## src/inc/aebm_consts.svh

```systemverilog
/*
 external bus master constants: address and data widths, clock period, size codes, address space codes,
 acknowledge patterns, bus monitor limit.
 assumes inclusion by bare name; definitions only.
*/
`ifndef AEBM_CONSTS_SVH
`define AEBM_CONSTS_SVH
`define AEBM_ADDR_W        24
`define AEBM_DATA_W        16
`define AEBM_SIZE_BYTE     2'h1
`define AEBM_SIZE_WORD     2'h2
`define AEBM_SIZE_THREE    2'h3
`define AEBM_SIZE_LONG     2'h0
`define AEBM_SPACE_CPU     3'h7
`define AEBM_ACK_WAIT      2'h3
`define AEBM_ACK_PORT8     2'h2
`define AEBM_ACK_PORT16    2'h1
`define AEBM_MON_NS        1280
`define AEBM_CLK_NS        20
`define AEBM_MON_CYC       (`AEBM_MON_NS / `AEBM_CLK_NS)
`endif

```

## src/inc/aebm_pkg.sv

```systemverilog
/*
 types shared by the external bus master and its helpers.
 assumes aebm_consts.svh for widths.
*/
`include "aebm_consts.svh"
package aebm_pkg;
   typedef enum logic [2:0] {
      ST_IDLE  = 3'h0,
      ST_SETUP = 3'h1,
      ST_ADDR  = 3'h3,
      ST_DATA  = 3'h2,
      ST_WAIT  = 3'h6,
      ST_END   = 3'h7
   } aebm_state_t;

   typedef struct packed {
      logic [`AEBM_ADDR_W-1:0] addr;
      logic [1:0]              size;
      logic [2:0]              space;
      logic                    read;
   } aebm_ctl_t;

   typedef struct packed {
      logic                    valid;
      logic [`AEBM_ADDR_W-1:0] addr;
      logic [1:0]              size;
      logic [2:0]              space;
      logic                    read;
      logic                    iack;
      logic [31:0]             wdata;
   } aebm_req_t;

   typedef struct packed {
      logic        done;
      logic        fault;
      logic        autovec;
      logic [31:0] rdata;
   } aebm_rsp_t;
endpackage : aebm_pkg

```

## src/core/aebm_sync.sv

```systemverilog
/*
 two-flop synchroniser for pin inputs, one per bit.
 assumes inputs asynchronous to i_clk_sys; output reset to rst_val.
*/
`timescale 1ns/100ps
module aebm_sync #(
   parameter int          W       = 1,
   parameter logic [15:0] RST_VAL = 16'h0000
) (
   // clock
   input  wire logic         i_clk_sys,
   input  wire logic         i_reset,
   input  wire logic         i_ce,
   // data
   input  wire logic [W-1:0] i_d,
   output logic      [W-1:0] o_q
);
   typedef struct packed {
      logic [W-1:0] s1;
      logic [W-1:0] s2;
   } aebm_sync_st_t;
   aebm_sync_st_t st_r;
   aebm_sync_st_t st_nxt;

   always_comb begin
      st_nxt    = st_r;
      st_nxt.s1 = i_d;
      st_nxt.s2 = st_r.s1;
   end

   always_ff @(posedge i_clk_sys) begin
      if (i_reset) begin
         st_r.s1 <= W'(RST_VAL);
         st_r.s2 <= W'(RST_VAL);
      end else if (i_ce) begin
         st_r <= st_nxt;
      end
   end

   assign o_q = st_r.s2;
endmodule : aebm_sync

```

## src/core/aebm_lane.sv

```systemverilog
/*
 byte lane router: picks write lanes and merges read bytes by bytes already moved, address bit 0
 and port width. assumes byte offsets count from the most significant byte.
*/
`timescale 1ns/100ps
module aebm_lane (
   // current piece
   input  wire logic [31:0] i_wdata,
   input  wire logic [1:0]  i_done_bytes,
   input  wire logic        i_a0,
   input  wire logic        i_port8,
   // write lanes
   output logic      [15:0] o_wbus,
   // read merge
   input  wire logic [15:0] i_rbus,
   input  wire logic [31:0] i_racc,
   output logic      [31:0] o_racc,
   output logic      [1:0]  o_moved
);
   logic [7:0] b0;
   logic [7:0] b1;
   logic [4:0] sh;

   always_comb begin
      sh     = {i_done_bytes, 3'h0};
      b0     = 8'(i_wdata >> (5'h18 - sh));
      b1     = (i_done_bytes == 2'h3) ? b0 : 8'(i_wdata >> (5'h10 - sh));
      // full 16 lines always driven; odd byte mirrored on both halves
      o_wbus = i_a0 ? {b0, b0} : {b0, b1};
      o_racc = i_racc;
      if (i_port8 || i_a0) begin
         o_moved = 2'h1;
         o_racc[5'h1F - sh -: 8] = (i_port8 || !i_a0) ? i_rbus[15:8] : i_rbus[7:0];
      end else begin
         o_moved = 2'h2;
         o_racc[5'h1F - sh -: 8] = i_rbus[15:8];
         if (i_done_bytes != 2'h3) begin
            o_racc[5'h17 - sh -: 8] = i_rbus[7:0];
         end
      end
   end
endmodule : aebm_lane

```

## src/core/aebm_master.sv

```systemverilog
/*
 asynchronous external bus master with dynamic 8/16-bit sizing.
 assumes: request from same-clock logic, held until o_rsp.done; pins are synchronised here.
 half-clock points are modelled as whole i_clk_sys phases (this clock is the half rate).
*/
// What this block does
// drive address, size, space, direction at start
// size lines give bytes still to move
// hold controls stable while address strobe low
// direction changes only when direction reverses
// space code picks one of eight spaces
// space seven only for control cycles
// address is most significant byte of piece
// address strobe one phase after start
// capture read data at cycle end
// writes drive all sixteen data lines
// write data one phase after strobe
// read data strobe with address strobe
// write data strobe one cycle later
// slave acknowledges to end the cycle
// acknowledge gives port width, plans next pieces
// bus error ends cycle as faulted
// internal monitor raises fault on silence
// fault with halt ends with exception
// autovector ends interrupt acknowledge cycle
// autovector ignored outside interrupt acknowledge
// split operand into cycles for narrow port
// slave response sets cycle length
// acknowledge pair decode, reserved means wait
// eight-bit port uses upper lines only
`timescale 1ns/100ps
`include "aebm_consts.svh"
module aebm_master (
   // clock and reset
   input  wire logic                    i_clk_sys,
   input  wire logic                    i_reset,
   input  wire logic                    i_ce,
   // internal request
   input  wire aebm_pkg::aebm_req_t     i_req,
   output aebm_pkg::aebm_rsp_t          o_rsp,
   output logic                         o_busy,
   output logic                         o_halt_fault,
   // bus outputs
   output aebm_pkg::aebm_ctl_t          o_ctl,
   output logic                         o_addr_valid_strobe_n,
   output logic                         o_data_valid_strobe_n,
   // data pins
   input  wire logic [`AEBM_DATA_W-1:0] i_data,
   output logic      [`AEBM_DATA_W-1:0] o_data,
   output logic                         o_data_oe,
   // terminations (pins)
   input  wire logic                    i_xfer_ack_hi_n,
   input  wire logic                    i_xfer_ack_lo_n,
   input  wire logic                    i_bus_fault_term_n,
   input  wire logic                    i_halt_n,
   input  wire logic                    i_auto_vector_request_n
);
   localparam logic [7:0] MON_CYC = 8'(`AEBM_MON_CYC);

   typedef struct packed {
      aebm_pkg::aebm_state_t st;
      aebm_pkg::aebm_ctl_t   ctl;
      logic                  as_n;
      logic                  ds_n;
      logic                  oe;
      logic [15:0]           dout;
      logic [1:0]            done_bytes;
      logic [1:0]            total;
      logic [31:0]           racc;
      logic [7:0]            mon;
      logic                  fault;
      logic                  halt;
      logic                  autovec;
      aebm_pkg::aebm_rsp_t   rsp;
   } aebm_st_t;

   aebm_st_t st_r;
   aebm_st_t st_nxt;

   logic [4:0]  sync_in;
   logic [15:0] din_s;
   logic        ack_hi_n;
   logic        ack_lo_n;
   logic        fault_n;
   logic        halt_n;
   logic        auto_vector_request_n;
   logic [15:0] wbus;
   logic [31:0] racc_m;
   logic [1:0]  moved;
   logic [1:0]  remain;
   logic        port8;
   logic        term_ack;

   ////////////////////////////////////////////////////////////////////////////////////
   aebm_sync #(.W(21), .RST_VAL(16'hFFFF)) u_sync (
      .i_clk_sys (i_clk_sys),
      .i_reset   (i_reset),
      .i_ce      (i_ce),
      .i_d       ({i_data, i_xfer_ack_hi_n, i_xfer_ack_lo_n, i_bus_fault_term_n,
                   i_halt_n, i_auto_vector_request_n}),
      .o_q       ({din_s, sync_in[4:0]})
   );
   assign ack_hi_n = sync_in[4];
   assign ack_lo_n = sync_in[3];
   assign fault_n  = sync_in[2];
   assign halt_n   = sync_in[1];
   assign auto_vector_request_n   = sync_in[0];

   // wait and reserved patterns do not end the cycle
   assign term_ack = ({ack_hi_n, ack_lo_n} == `AEBM_ACK_PORT8) ||
                     ({ack_hi_n, ack_lo_n} == `AEBM_ACK_PORT16);
   assign port8    = ({ack_hi_n, ack_lo_n} == `AEBM_ACK_PORT8);

   aebm_lane u_lane (
      .i_wdata      (i_req.wdata),
      .i_done_bytes (st_r.done_bytes),
      .i_a0         (st_r.ctl.addr[0]),
      .i_port8      (port8),
      .o_wbus       (wbus),
      .i_rbus       (din_s),
      .i_racc       (st_r.racc),
      .o_racc       (racc_m),
      .o_moved      (moved)
   );

   // bytes left, encoded so long word wraps to zero
   assign remain = 2'(st_r.total - st_r.done_bytes);

   ////////////////////////////////////////////////////////////////////////////////////
   always_comb begin
      st_nxt          = st_r;
      st_nxt.rsp.done = 1'b0;
      case (st_r.st)
         aebm_pkg::ST_IDLE: begin
            if (i_req.valid) begin
               st_nxt.ctl.addr   = i_req.addr;
               st_nxt.ctl.size   = i_req.size;
               // control space only for interrupt acknowledge
               if (i_req.iack) begin
                  st_nxt.ctl.space = `AEBM_SPACE_CPU;
               end else if (i_req.space == `AEBM_SPACE_CPU) begin
                  st_nxt.ctl.space = 3'h5;
               end else begin
                  st_nxt.ctl.space = i_req.space;
               end
               st_nxt.ctl.read   = i_req.read | i_req.iack;
               st_nxt.total      = i_req.size;
               st_nxt.done_bytes = 2'h0;
               st_nxt.racc       = 32'h0000_0000;
               st_nxt.fault      = 1'b0;
               st_nxt.halt       = 1'b0;
               st_nxt.autovec    = 1'b0;
               st_nxt.st         = aebm_pkg::ST_SETUP;
            end
         end
         aebm_pkg::ST_SETUP: begin
            // strobe one phase after the outputs settle
            st_nxt.as_n   = 1'b0;
            st_nxt.ds_n   = !st_r.ctl.read ? 1'b1 : 1'b0;
            st_nxt.mon    = 8'h00;
            st_nxt.st     = aebm_pkg::ST_ADDR;
         end
         aebm_pkg::ST_ADDR: begin
            if (!st_r.ctl.read) begin
               st_nxt.dout = wbus;
               st_nxt.oe   = 1'b1;
            end
            st_nxt.st = aebm_pkg::ST_DATA;
         end
         aebm_pkg::ST_DATA: begin
            st_nxt.ds_n = 1'b0;
            st_nxt.st   = aebm_pkg::ST_WAIT;
         end
         aebm_pkg::ST_WAIT: begin
            st_nxt.mon = st_r.mon + 8'h01;
            // fault wins over acknowledges
            if (!fault_n || st_r.mon >= MON_CYC) begin
               st_nxt.fault = 1'b1;
               st_nxt.halt  = !halt_n;
               st_nxt.st    = aebm_pkg::ST_END;
            end else if (st_r.ctl.space == `AEBM_SPACE_CPU && !auto_vector_request_n) begin
               st_nxt.autovec = 1'b1;
               st_nxt.st      = aebm_pkg::ST_END;
            end else if (term_ack) begin
               if (st_r.ctl.read) begin
                  st_nxt.racc = racc_m;
               end
               // a last single byte moves one byte even on a wide even piece
               st_nxt.done_bytes = 2'(st_r.done_bytes +
                  ((st_r.ctl.size == `AEBM_SIZE_BYTE) ? 2'h1 : moved));
               st_nxt.st         = aebm_pkg::ST_END;
            end
         end
         aebm_pkg::ST_END: begin
            st_nxt.as_n = 1'b1;
            st_nxt.ds_n = 1'b1;
            st_nxt.oe   = 1'b0;
            if (!st_r.fault && !st_r.autovec && remain != 2'h0) begin
               // next piece: address of its first byte, size = bytes left
               st_nxt.ctl.addr = `AEBM_ADDR_W'(i_req.addr + {22'h0, st_r.done_bytes});
               st_nxt.ctl.size = remain;
               st_nxt.st       = aebm_pkg::ST_SETUP;
            end else begin
               st_nxt.rsp.done    = 1'b1;
               st_nxt.rsp.fault   = st_r.fault;
               st_nxt.rsp.autovec = st_r.autovec;
               st_nxt.rsp.rdata   = st_r.racc;
               st_nxt.st          = aebm_pkg::ST_IDLE;
            end
         end
         default: begin
            st_nxt.st = aebm_pkg::ST_IDLE;
         end
      endcase
   end

   ////////////////////////////////////////////////////////////////////////////////////
   always_ff @(posedge i_clk_sys) begin
      if (i_reset) begin
         st_r          <= '0;
         st_r.st       <= aebm_pkg::ST_IDLE;
         st_r.as_n     <= 1'b1;
         st_r.ds_n     <= 1'b1;
         st_r.ctl.read <= 1'b1;
      end else if (i_ce) begin
         st_r <= st_nxt;
      end
   end

   // controls only change in idle, setup or end, never with strobe low
   assign o_ctl                 = st_r.ctl;
   assign o_addr_valid_strobe_n = st_r.as_n;
   assign o_data_valid_strobe_n = st_r.ds_n;
   assign o_data                = st_r.dout;
   assign o_data_oe             = st_r.oe;
   assign o_rsp                 = st_r.rsp;
   assign o_busy                = (st_r.st != aebm_pkg::ST_IDLE);
   assign o_halt_fault          = st_r.rsp.done & st_r.rsp.fault & st_r.halt;
endmodule : aebm_master

```

## config.mk

```make
export PLATFORM = sky130hd
export DESIGN_NAME = aebm_master
export DESIGN_NICKNAME = d
export VERILOG_FILES = /design/src/inc/aebm_pkg.sv /design/src/core/aebm_sync.sv /design/src/core/aebm_lane.sv /design/src/core/aebm_master.sv
export VERILOG_INCLUDE_DIRS = /design/src /design/src/inc
export SDC_FILE = /design/constraint.sdc
export NUM_CORES = 1
export LEC_CHECK = 0
export BUFFER_PORTS_ARGS = -buffer_cell sky130_fd_sc_hd__buf_2
export CAP_MARGIN = 40
export CORE_ASPECT_RATIO = 1.75
export CORE_MARGIN = 8
export CORE_UTILIZATION = 40
export DETAILED_ROUTE_END_ITERATION = 8
export PLACE_DENSITY_LB_ADDON = 0.2
export SLEW_MARGIN = 30
export SYNTH_ARGS = -nofsm -noshare
export SYNTH_HDL_FRONTEND = slang
export SYNTH_SLANG_ARGS = --single-unit
```

## constraint.sdc

```tcl
create_clock -name i_clk_sys -period 6.85 [get_ports i_clk_sys]
set_input_delay 0 -clock i_clk_sys [delete_from_list [all_inputs] [get_ports i_clk_sys]]
set_output_delay 0 -clock i_clk_sys [all_outputs]
set_load 0.01 [all_outputs]
```

==> results of run 1 <==
==> power groups by stage <==
stage | Sequential, mW | Clock, mW | Combinational [mW]
floorplan | 1.09 | 0 | 0.201
global placement | 1.11 | 0 | 0.258
detailed placement | 1.11 | 0 | 0.264
CTS | 1.08 | 1.02 | 0.294
global route | 1.09 | 1.06 | 0.326
finish | 1.08 | 0.999 | 0.297
==> synthesized netlist by cell type (9+ instances only) <==
cell type,instances,share of area
mux2_2,21,0.023
a31oi_1,27,0.017
nor3b_1,11,0.0081
buf_2,20,0.0098
a21oi_1,107,0.053
buf_1,15,0.0055
clkbuf_1,72,0.027
nand2b_1,15,0.0092
nand4b_1,11,0.0094
a21boi_0,17,0.013
a211oi_1,23,0.017
nor3_1,29,0.014
mux2i_1,67,0.066
nand4_1,10,0.0061
buf_4,84,0.062
o21ai_0,40,0.020
ha_1,11,0.013
inv_1,20,0.0074
o22ai_1,16,0.0098
dfxtp_1,176,0.35
a2bb2oi_1,9,0.0077
mux4_2,16,0.035
nand3_1,32,0.016
nor2b_1,29,0.018
nor2_1,65,0.024
nand2_1,186,0.068
a21o_1,9,0.0066
==> per-layer routing <==
metal / global-route usage / vias to the layer above / wire length [um]
li1: - / 4490 / -
met1: 0.219 / 4370 / 12200
met2: 0.357 / 248 / 16100
met3: 0.0336 / 75 / 1260
met4: 0.119 / 0 / 1280
met5: 0 / - / 0
==> flip-flops by register name, summed over array words and instances (netlist names), named ones only <==
signal	flops
o_data_valid_strobe_n	1
st_r	49
o_data_oe	1
o_rsp	35
o_ctl	30
u_sync.o_q	21
u_sync.st_nxt	21
o_addr_valid_strobe_n	1
o_data	16
==> worst max-delay path: cells and delay by family (launching register included) <==
kind	cells	cell delay, ns
and+or+nand+nor	3	0.85
DFF	1	0.32
AOI/OAI and AO/OA	1	0.15
adders and majority gates	2	0.76
buffers and inverters	3	1.12
muxes	1	0.29
==> area by class of cell <==
| class | count | area [um^2] |
|---|---|---|
| Fill cell | 2571 | 13300 |
| Multi-Input combinational cell | 857 | 5550 |
| Sequential cell | 176 | 3530 |
| Timing Repair Buffer | 253 | 1670 |
| Clock buffer | 19 | 443 |
| Tap cell | 316 | 395 |
| Clock inverter | 11 | 141 |
| Inverter | 21 | 78.8 |
==> repair_timing <==
item / CTS / global route
endpoints found under the setup margin: 0 / 0
setup buffers: 0 / 0
hold buffers: 65 / 0
gates resized for setup: 0 / 0
hold endpoints to repair: 75 / 0
==> how the worst max path moves through the flow <==
stage / from / to
floorplan: st_r[81] / o_data[0]
global placement: st_r[81] / st_r[71]
detailed placement: st_r[81] / st_r[67]
CTS: st_r[80] / o_ctl[28]
global route: st_r[80] / o_ctl[28]
finish: st_r[80] / o_ctl[28]
==> kinds of logic (layout without fill, tap and decap cells) <==
family,count (synthesis),count (layout)
XOR/XNOR,7,7
multiplexers,104,104
flip-flops,176,176
buffers and inverters,212,304
AND/OR/NAND/NOR,433,433
adder cells (fa/ha/maj),12,12
AO/OA/AOI/OAI,301,301
==> impl_metrics.csv, run 1 <==
group,metric,value,unit
clock_tree,clk_latency,0.45,ns
routing,drtAntennaViolNets,0,
global_routing,grt_usage,0.201,
logic_synthesis,synthesis.nets,1345,
logic_synthesis,synth.mux.area_fraction,0.124,
place,placed_area,10500,um^2
power_and_ir_drop,power_frac_comb,0.125,
timing,min_period,3.57,ns
die,std_cell_rows,77,
place,gp_congestion,0.860,
logic_synthesis,synth_warnings,0,
timing,hold_ws,0.0223,ns
timing,fin_crit_sh,0.521,
clock_tree,h-tree-depth,4,
power_and_ir_drop,p_switching,0.613,mW
worst_hold_path,min_to,"o_ctl[5]",
clock_tree,clock_tree.root_cell,"clkbuf_16",
routing,route.detailed.drc,0,
routing,drtIter0Drc,596,
routing,routed_via_density,5.56,
setup_path,end_kind,"register",
setup_path,reg2reg_slack,3.28,ns
place,dp_slack,3.76,ns
setup_path,required,7.23,ns
logic_synthesis,synth_edf_count,0,
clock_tree,cts_buffers,17,
power_and_ir_drop,power.leakage,4.68,nW
die,io_pins,174,
logic_synthesis,ys.flop_type,"dfxtp_1",
die,fp.dieH,227,um
place,dpl.hpwl,21.6,mm
routing,avgRoutedWirePerCell,18.6,um
logic_synthesis,synth_cells,1245,
routing,drt-total-wl,30.8,mm
routing,drtPass1Iterations,5,
logic_synthesis,synth-seq-area-share,0.346,
timing,setup_viol,0,
power_and_ir_drop,p_per_area,201,nW/um^2
outcome,outcome,"completed",
timing,hold_viol,0,
timing,final.setup.tns,0,ns
flow_run,maxCapViolCount,0,
setup_path,critPathSlowestCell,"dlygate4sd3_1",
global_routing,antenna_found_initial,0,
logic_synthesis,avgSynthCellArea,8.19,um^2
layout,final_common_cell,"nand2_1",
logic_synthesis,synthArstFlopShare,0,
die,die_area,31100,um^2
logic_synthesis,synth_cell_types,66,
power_and_ir_drop,clkPwrFrac,0.420,
timing,fin_ws,3.28,ns
power_and_ir_drop,irDropWorstVdd,149,uV
timing,max_slew.worst_pin.slew,0.820,ns
layout,final_nets,1426,
layout,fin_cells,1653,
clock_tree,clock-sinks,176,
timing,worst_clock_skew,0.00893,ns
power_and_ir_drop,p_total,2.38,mW
layout,stdcell_area,11800,um^2
setup_path,crit_path_start_kind,"register",
setup_path,critical_path_class,"reg2reg",
place,place_inst,1556,
global_routing,overflow,0,
routing,vias,9183,
logic_synthesis,synth_adder_area_share,0.0155,
layout,post-route-util,0.469,
worst_hold_path,hold_start,"i_req[63]",
logic_synthesis,syn_area,10200,um^2
worst_hold_path,worstHoldPathCells,3,
clock_tree,path_clk_slew,0.07,ns
place,numPortBuffers,173,
power_and_ir_drop,p_int,1.77,mW
layout,drive_above_1_share,0.202,
die,initial_utilization,0.405,
logic_synthesis,synth-xor-area-share,0.00736,
layout,areaGrowthSynthToFinish,15.8,%
setup_path,critical_path_arrival,3.95,ns
logic_synthesis,synthSimpleGateAreaFrac,0.207,
global_routing,grt_first_pass_wirelength,49.0,mm
worst_hold_path,min_path_type,"in2reg",
logic_synthesis,synth_top_family_by_area,"simple AND/OR/NAND/NOR gates",
global_routing,grt_pass1_vias,9170,
die,die_x,137,um
global_routing,grt_start_max_net_pins,61,
setup_path,crit_fanout,47,
timing,rsz0062_at_grt,"false",
die,coreArea,25100,um^2
setup_path,reg2reg_depth,10,
clock_tree,ctsLongestPathBuffers,2,
setup_path,critPathMaxStageDelay,0.56,ns
timing,maxSlewViolCount,0,
layout,layout_common_cells,"186 x nand2_1, 174 x dfxtp_1, 173 x buf_2",
timing,slew_headroom,0.453,
logic_synthesis,synth.ff_latch_count,176,
setup_path,critical_path.cell_chain,"buf_4, ha_1, inv_1, fa_1, nand4b_1, nor4_2, nand4_1, mux2_2, dlygate4sd3_1, a21oi_1",
setup_path,r2r-start,"st_r[80]",
layout,num_antenna_cells,0,
clock_tree,cts_tree,"done",
power_and_ir_drop,swShare,0.258,
logic_synthesis,synth_compound_area_frac,0.189,
setup_path,reg2reg_to,"o_ctl[28]",
power_and_ir_drop,seq_power_share,0.455,
timing,max_freq,280,MHz
Note: power is estimated with default switching activity, not from simulation.
==> run 2, diff against run 1 <==
==> constraint.sdc (replaced) <==
create_clock -name i_clk_sys -period 3.6 [get_ports i_clk_sys]
set_input_delay 0 -clock i_clk_sys [delete_from_list [all_inputs] [get_ports i_clk_sys]]
set_output_delay 0 -clock i_clk_sys [all_outputs]
set_load 0.01 [all_outputs]
==> run 2 against run 1 <==
  * Via count fell by 0.19%
  * Register-to-register slack got worse by 3.0 ns
  * Hold slack improved by 0.018 ns
  * Cell count rose by 0.73%
  * Combinational power rose by 86%
  * Highest routed layer unchanged
==> impl_metrics.csv, run 2 (same netlist as run 1, synthesis figures left out) <==
group,metric,value,unit
outcome,outcome,"completed",
routing,drt-total-wl,29.9,mm
routing,vias,9166,
worst_hold_path,min_path_type,"in2reg",
clock_tree,ctsLongestPathBuffers,2,
clock_tree,cts_buffers,17,
place,numPortBuffers,173,
power_and_ir_drop,swShare,0.244,
power_and_ir_drop,p_per_area,392,nW/um^2
routing,drtPass1Iterations,5,
global_routing,overflow,0,
routing,drtAntennaViolNets,0,
layout,stdcell_area,11900,um^2
die,fp.dieH,227,um
power_and_ir_drop,seq_power_share,0.443,
clock_tree,path_clk_slew,0.07,ns
routing,routed_via_density,5.51,
timing,hold_viol,0,
layout,fill_cells,2509,
setup_path,required,3.98,ns
flow_run,maxCapViolCount,0,
global_routing,grt_first_pass_wirelength,48.6,mm
timing,worst_clock_skew,0.00762,ns
timing,fin_crit_sh,0.919,
setup_path,critPathMaxStageDelay,0.56,ns
setup_path,path_buf_inv,2,
timing,min_period,3.31,ns
clock_tree,ctsResizeCount,0,
layout,num_antenna_cells,0,
timing,max_freq,302,MHz
setup_path,critical_path_class,"reg2reg",
die,initial_utilization,0.405,
layout,final_nets,1436,
die,coreArea,25100,um^2
global_routing,grt_start_max_net_pins,59,
die,io_pins,174,
power_and_ir_drop,power.leakage,4.75,nW
layout,top_register,"st_r",
setup_path,critPathSlowestCell,"dfxtp_2",
clock_tree,h-tree-depth,4,
power_and_ir_drop,power_frac_comb,0.118,
place,placed_area,10600,um^2
setup_path,crit_path_start_kind,"register",
routing,route.detailed.drc,0,
layout,layout_common_cells,"186 x nand2_1, 175 x dfxtp_1, 173 x buf_2",
place,gp_congestion,0.855,
place,dpl.hpwl,21.4,mm
die,std_cell_rows,77,
timing,max_slew.worst_pin.slew,0.775,ns
layout,areaGrowthSynthToFinish,16.9,%
timing,rsz0062_at_grt,"false",
power_and_ir_drop,p_switching,1.14,mW
setup_path,end_kind,"register",
die,die_area,31100,um^2
global_routing,grt_pass1_vias,9112,
setup_path,critical_path.cell_chain,"ha_1, inv_1, fa_1, nand4b_1, nor4_2, nand4_1, mux2_2, dlygate4sd3_1, a21oi_1",
routing,avgRoutedWirePerCell,18.0,um
timing,maxSlewViolCount,0,
routing,drtIter0Drc,466,
setup_path,critPathTopFamily,"simple AND/OR/NAND/NOR gates",
global_routing,grt_usage,0.197,
die,die_x,137,um
timing,setup_viol,0,
layout,largest_reg_flops,49,
power_and_ir_drop,clkPwrFrac,0.439,
power_and_ir_drop,irDropWorstVdd,329,uV
clock_tree,clk_latency,0.45,ns
layout,final_common_cell,"nand2_1",
power_and_ir_drop,p_int,3.53,mW
setup_path,crit_fanout,18,
clock_tree,clock_tree.root_cell,"clkbuf_16",
layout,drive_above_1_share,0.205,
global_routing,antenna_found_initial,0,
timing,slew_headroom,0.483,
clock_tree,cts_tree,"done",
setup_path,critical_path_arrival,3.69,ns
clock_tree,clock-sinks,176,
timing,final.setup.tns,0,ns
## run 2: cell types whose count changed in the layout (fill, tap and decap cells not counted), moves of 2 or more
cell | before | now
buf_4 | 11 | 21
bufinv_16 | 3 | 5
clkbuf_1 | 1 | 3
clkinvlp_4 | 3 | 1
dlygate4sd3_1 | 65 | 67
nor2_1 | 63 | 65
nor2_2 | 2 | 0
## run 2: layout make-up
type	instances	area, um^2	share of cell area
Clock buffer	22	464	0.0390
Clock inverter	10	181	0.0152
Inverter	21	78.8	0.00662
Multi-Input combinational cell	857	5550	0.465
Sequential cell	176	3520	0.296
Tap cell	316	395	0.0332
Timing Repair Buffer	263	1730	0.145
## run 2: power groups by stage
stage                     Clock (mW)  Sequential (mW)  Combinational (mW)
after CTS                       2.11             2.06               0.554
after detailed placement           0             2.11               0.495
after global placement             0             2.11               0.481
after global routing            2.19             2.07               0.610
final                           2.05             2.07               0.553
after floorplan                    0             2.07               0.383
## run 2: path summary, 6_finish.rpt
kind	depth (start not counted)	slack, ns	from	to
worst min-delay path	5	0.04	i_req[42]	o_ctl[9]
worst max-delay path	9	0.29	st_r[80]	o_ctl[28]
worst min register to register	2	0.45	o_rsp[11]	o_rsp[11]
worst max register to register	9	0.29	st_r[80]	o_ctl[28]
## run 2: per-layer routing
layer	part of all wire	track usage	routed length, um
met1	0.40	0.227	12100
met2	0.50	0.332	15000
met3	0.052	0.0422	1560
met4	0.044	0.105	1310
met5	0	0	0
## run 2: worst register-to-register path, cell delays in order, from the launching register on
cell and delay (ns):
dfxtp_2 0.56, ha_1 0.29, inv_1 0.07, fa_1 0.44, nand4b_1 0.23, nor4_2 0.46
nand4_1 0.21, mux2_2 0.30, dlygate4sd3_1 0.56, a21oi_1 0.13
## run 2: timing repair
item,4_1_cts,5_1_grt
hold endpoints to repair,78,0
hold buffers,67,0
buffers inserted,0,0
## run 2: through the flow
stage,total power [mW],cells,worst slack [ns],hold slack [ns],util
CTS,4.73,1665,0.317,0.00752,0.474
floorplan,2.45,1245,0.711,0.128,-
global route,4.88,1665,0.0772,0.0272,0.474
finish,4.67,1665,0.292,0.0406,0.474
global placement,2.59,1562,0.863,0.216,0.420
detailed placement,2.60,1566,0.860,0.219,0.422
==> run 3, diff against run 2 <==
--- a/config.mk
+++ b/config.mk
@@ -13,6 +13,7 @@
 export CORE_UTILIZATION = 40
 export DETAILED_ROUTE_END_ITERATION = 8
 export PLACE_DENSITY_LB_ADDON = 0.2
+export REMOVE_ABC_BUFFERS = 1
 export SLEW_MARGIN = 30
 export SYNTH_ARGS = -nofsm -noshare
 export SYNTH_HDL_FRONTEND = slang
==> constraint.sdc (replaced) <==
create_clock -name i_clk_sys -period 3.6 [get_ports i_clk_sys]
set_input_delay 0 -clock i_clk_sys [delete_from_list [all_inputs] [get_ports i_clk_sys]]
set_output_delay 0 -clock i_clk_sys [all_outputs]
set_load 0.005 [all_outputs]
==> run 3 against run 2 <==
  * Sequential power is essentially flat
  * Fmax grew 5.3%
  * Clock power is essentially flat
  * Via count grew 1.0%
  * First-iteration DRC count grew 7.3%
  * Sequential share of layout area grew 0.068 points
  * Critical endpoint unchanged
  * Largest cell class unchanged
==> impl_metrics.csv, run 3 (same netlist as run 1, synthesis figures left out) <==
group,metric,value,unit
timing,maxSlewViolCount,0,
flow_run,maxCapViolCount,0,
global_routing,grt_first_pass_wirelength,49.2,mm
place,place_inst,1567,
global_routing,grt_pass1_vias,9357,
clock_tree,cts_buffers,17,
routing,route.detailed.drc,0,
timing,min_period,3.14,ns
power_and_ir_drop,p_int,3.52,mW
routing,vias,9258,
layout,layout_common_cells,"186 x nand2_1, 175 x dfxtp_1, 172 x buf_2",
clock_tree,h-tree-depth,4,
outcome,outcome,"completed",
global_routing,use_met1,0.206,
timing,hold_viol,0,
power_and_ir_drop,swShare,0.249,
timing,setup_viol,0,
power_and_ir_drop,p_switching,1.17,mW
global_routing,overflow,0,
timing,max_freq,318,MHz
global_routing,antenna_found_initial,0,
power_and_ir_drop,power_frac_comb,0.117,
power_and_ir_drop,power.leakage,4.73,nW
routing,drtIter0Drc,500,
timing,fin_crit_sh,0.873,
layout,top_register,"st_r",
timing,slew_headroom,0.492,
setup_path,end_kind,"register",
routing,avgRoutedWirePerCell,18.8,um
place,dpl.hpwl,21.8,mm
routing,routed_via_density,5.57,
global_routing,use_met2,0.373,
timing,final.setup.tns,0,ns
clock_tree,ctsLongestPathBuffers,2,
timing,max_slew.worst_pin.slew,0.762,ns
power_and_ir_drop,p_per_area,394,nW/um^2
clock_tree,cts_hold_buf,63,
die,initial_utilization,0.405,
die,die_area,31100,um^2
clock_tree,clock_tree.root_cell,"clkbuf_16",
clock_tree,clock-sinks,176,
clock_tree,clk_latency,0.45,ns
die,fp.dieH,227,um
routing,drtPass1Iterations,5,
clock_tree,path_clk_slew,0.07,ns
global_routing,met3_usage,0.0508,
worst_hold_path,min_path_type,"in2reg",
routing,drt-total-wl,31.2,mm
place,gp_congestion,0.877,
global_routing,grt_usage,0.202,
layout,drive_above_1_share,0.208,
clock_tree,cts_tree,"done",
layout,num_antenna_cells,0,
setup_path,critical_path_arrival,3.51,ns
die,io_pins,174,
layout,stdcell_area,11900,um^2
die,die_x,137,um
setup_path,critical_path_class,"reg2reg",
setup_path,crit_fanout,5,
setup_path,crit_path_start_kind,"register",
power_and_ir_drop,irDropWorstVdd,283,uV
clock_tree,ctsResizeCount,0,
clock_tree,cts_setup_buffers,0,
timing,worst_clock_skew,0.0108,ns
die,coreArea,25100,um^2
layout,final_common_cell,"nand2_1",
place,placed_area,10600,um^2
layout,areaGrowthSynthToFinish,16.6,%
power_and_ir_drop,seq_power_share,0.439,
layout,largest_reg_flops,49,
timing,rsz0062_at_grt,"false",
setup_path,required,3.97,ns
routing,drtAntennaViolNets,0,
layout,final_nets,1434,
die,std_cell_rows,77,
global_routing,top_usage_layer,"met2",
global_routing,grt_start_max_net_pins,61,
power_and_ir_drop,clkPwrFrac,0.444,
layout,fin_cells,1663,
place,numPortBuffers,173,
## run 3: changes by cell type in the layout (fill, tap and decap cells not counted), moves of 3 or more
| cell | previous run | this run |
|---|---|---|
| clkinvlp_4 | 1 | 4 |
| buf_4 | 21 | 25 |
| dlygate4sd3_1 | 67 | 63 |
| clkbuf_1 | 3 | 0 |
## run 3: worst max-delay path, stage by stage (launching register included)
cell	delay, ns
dfxtp_2	0.37
ha_1	0.21
inv_1	0.07
fa_1	0.43
nand4b_1	0.21
nor4_2	0.51
nand4_1	0.21
mux2_2	0.31
dlygate4sd3_1	0.57
a21oi_1	0.18
## run 3: path summary, 6_finish.rpt
kind	start	end	slack [ns]	cells after the start
max reg2reg	st_r[80]	o_ctl[28]	0.46	9
min	i_req[40]	o_ctl[7]	0.02	3
min reg2reg	o_rsp[7]	o_rsp[7]	0.45	2
max	st_r[80]	o_ctl[28]	0.46	9
## run 3: routing by layer
layer  wire length, um  up-vias
li1                  -     4512
met2             16700      275
met5                 0        -
met4              1190        0
met3              1750       65
met1             11600     4406
## run 3: power by group through the flow
stage               Combinational [mW]  Sequential [mW]  Clock [mW]
floorplan                        0.271             2.09           0
global placement                 0.482             2.10           0
detailed placement               0.488             2.10           0
CTS                              0.544             2.06        2.13
global route                     0.604             2.06        2.20
finish                           0.547             2.06        2.08
## run 3: final cells by class
class / count / area, um^2
Tap cell: 316 / 395
Inverter: 21 / 78.8
Fill cell: 2485 / 13300
Sequential cell: 176 / 3520
Clock inverter: 13 / 208
Multi-Input combinational cell: 857 / 5540
Timing Repair Buffer: 261 / 1680
Clock buffer: 19 / 453
## run 3: stage by stage
step | power, mW | setup slack [ns] | hold slack, ns | utilization
final | 4.69 | 0.459 | 0.0155 | 0.473
after global routing | 4.87 | 0.293 | 0.0277 | 0.473
after CTS | 4.73 | 0.565 | 0.0128 | 0.473
after detailed placement | 2.59 | 0.963 | 0.219 | 0.421
after global placement | 2.58 | 0.933 | 0.218 | 0.421
after floorplan | 2.36 | -0.00501 | 0.0679 | -
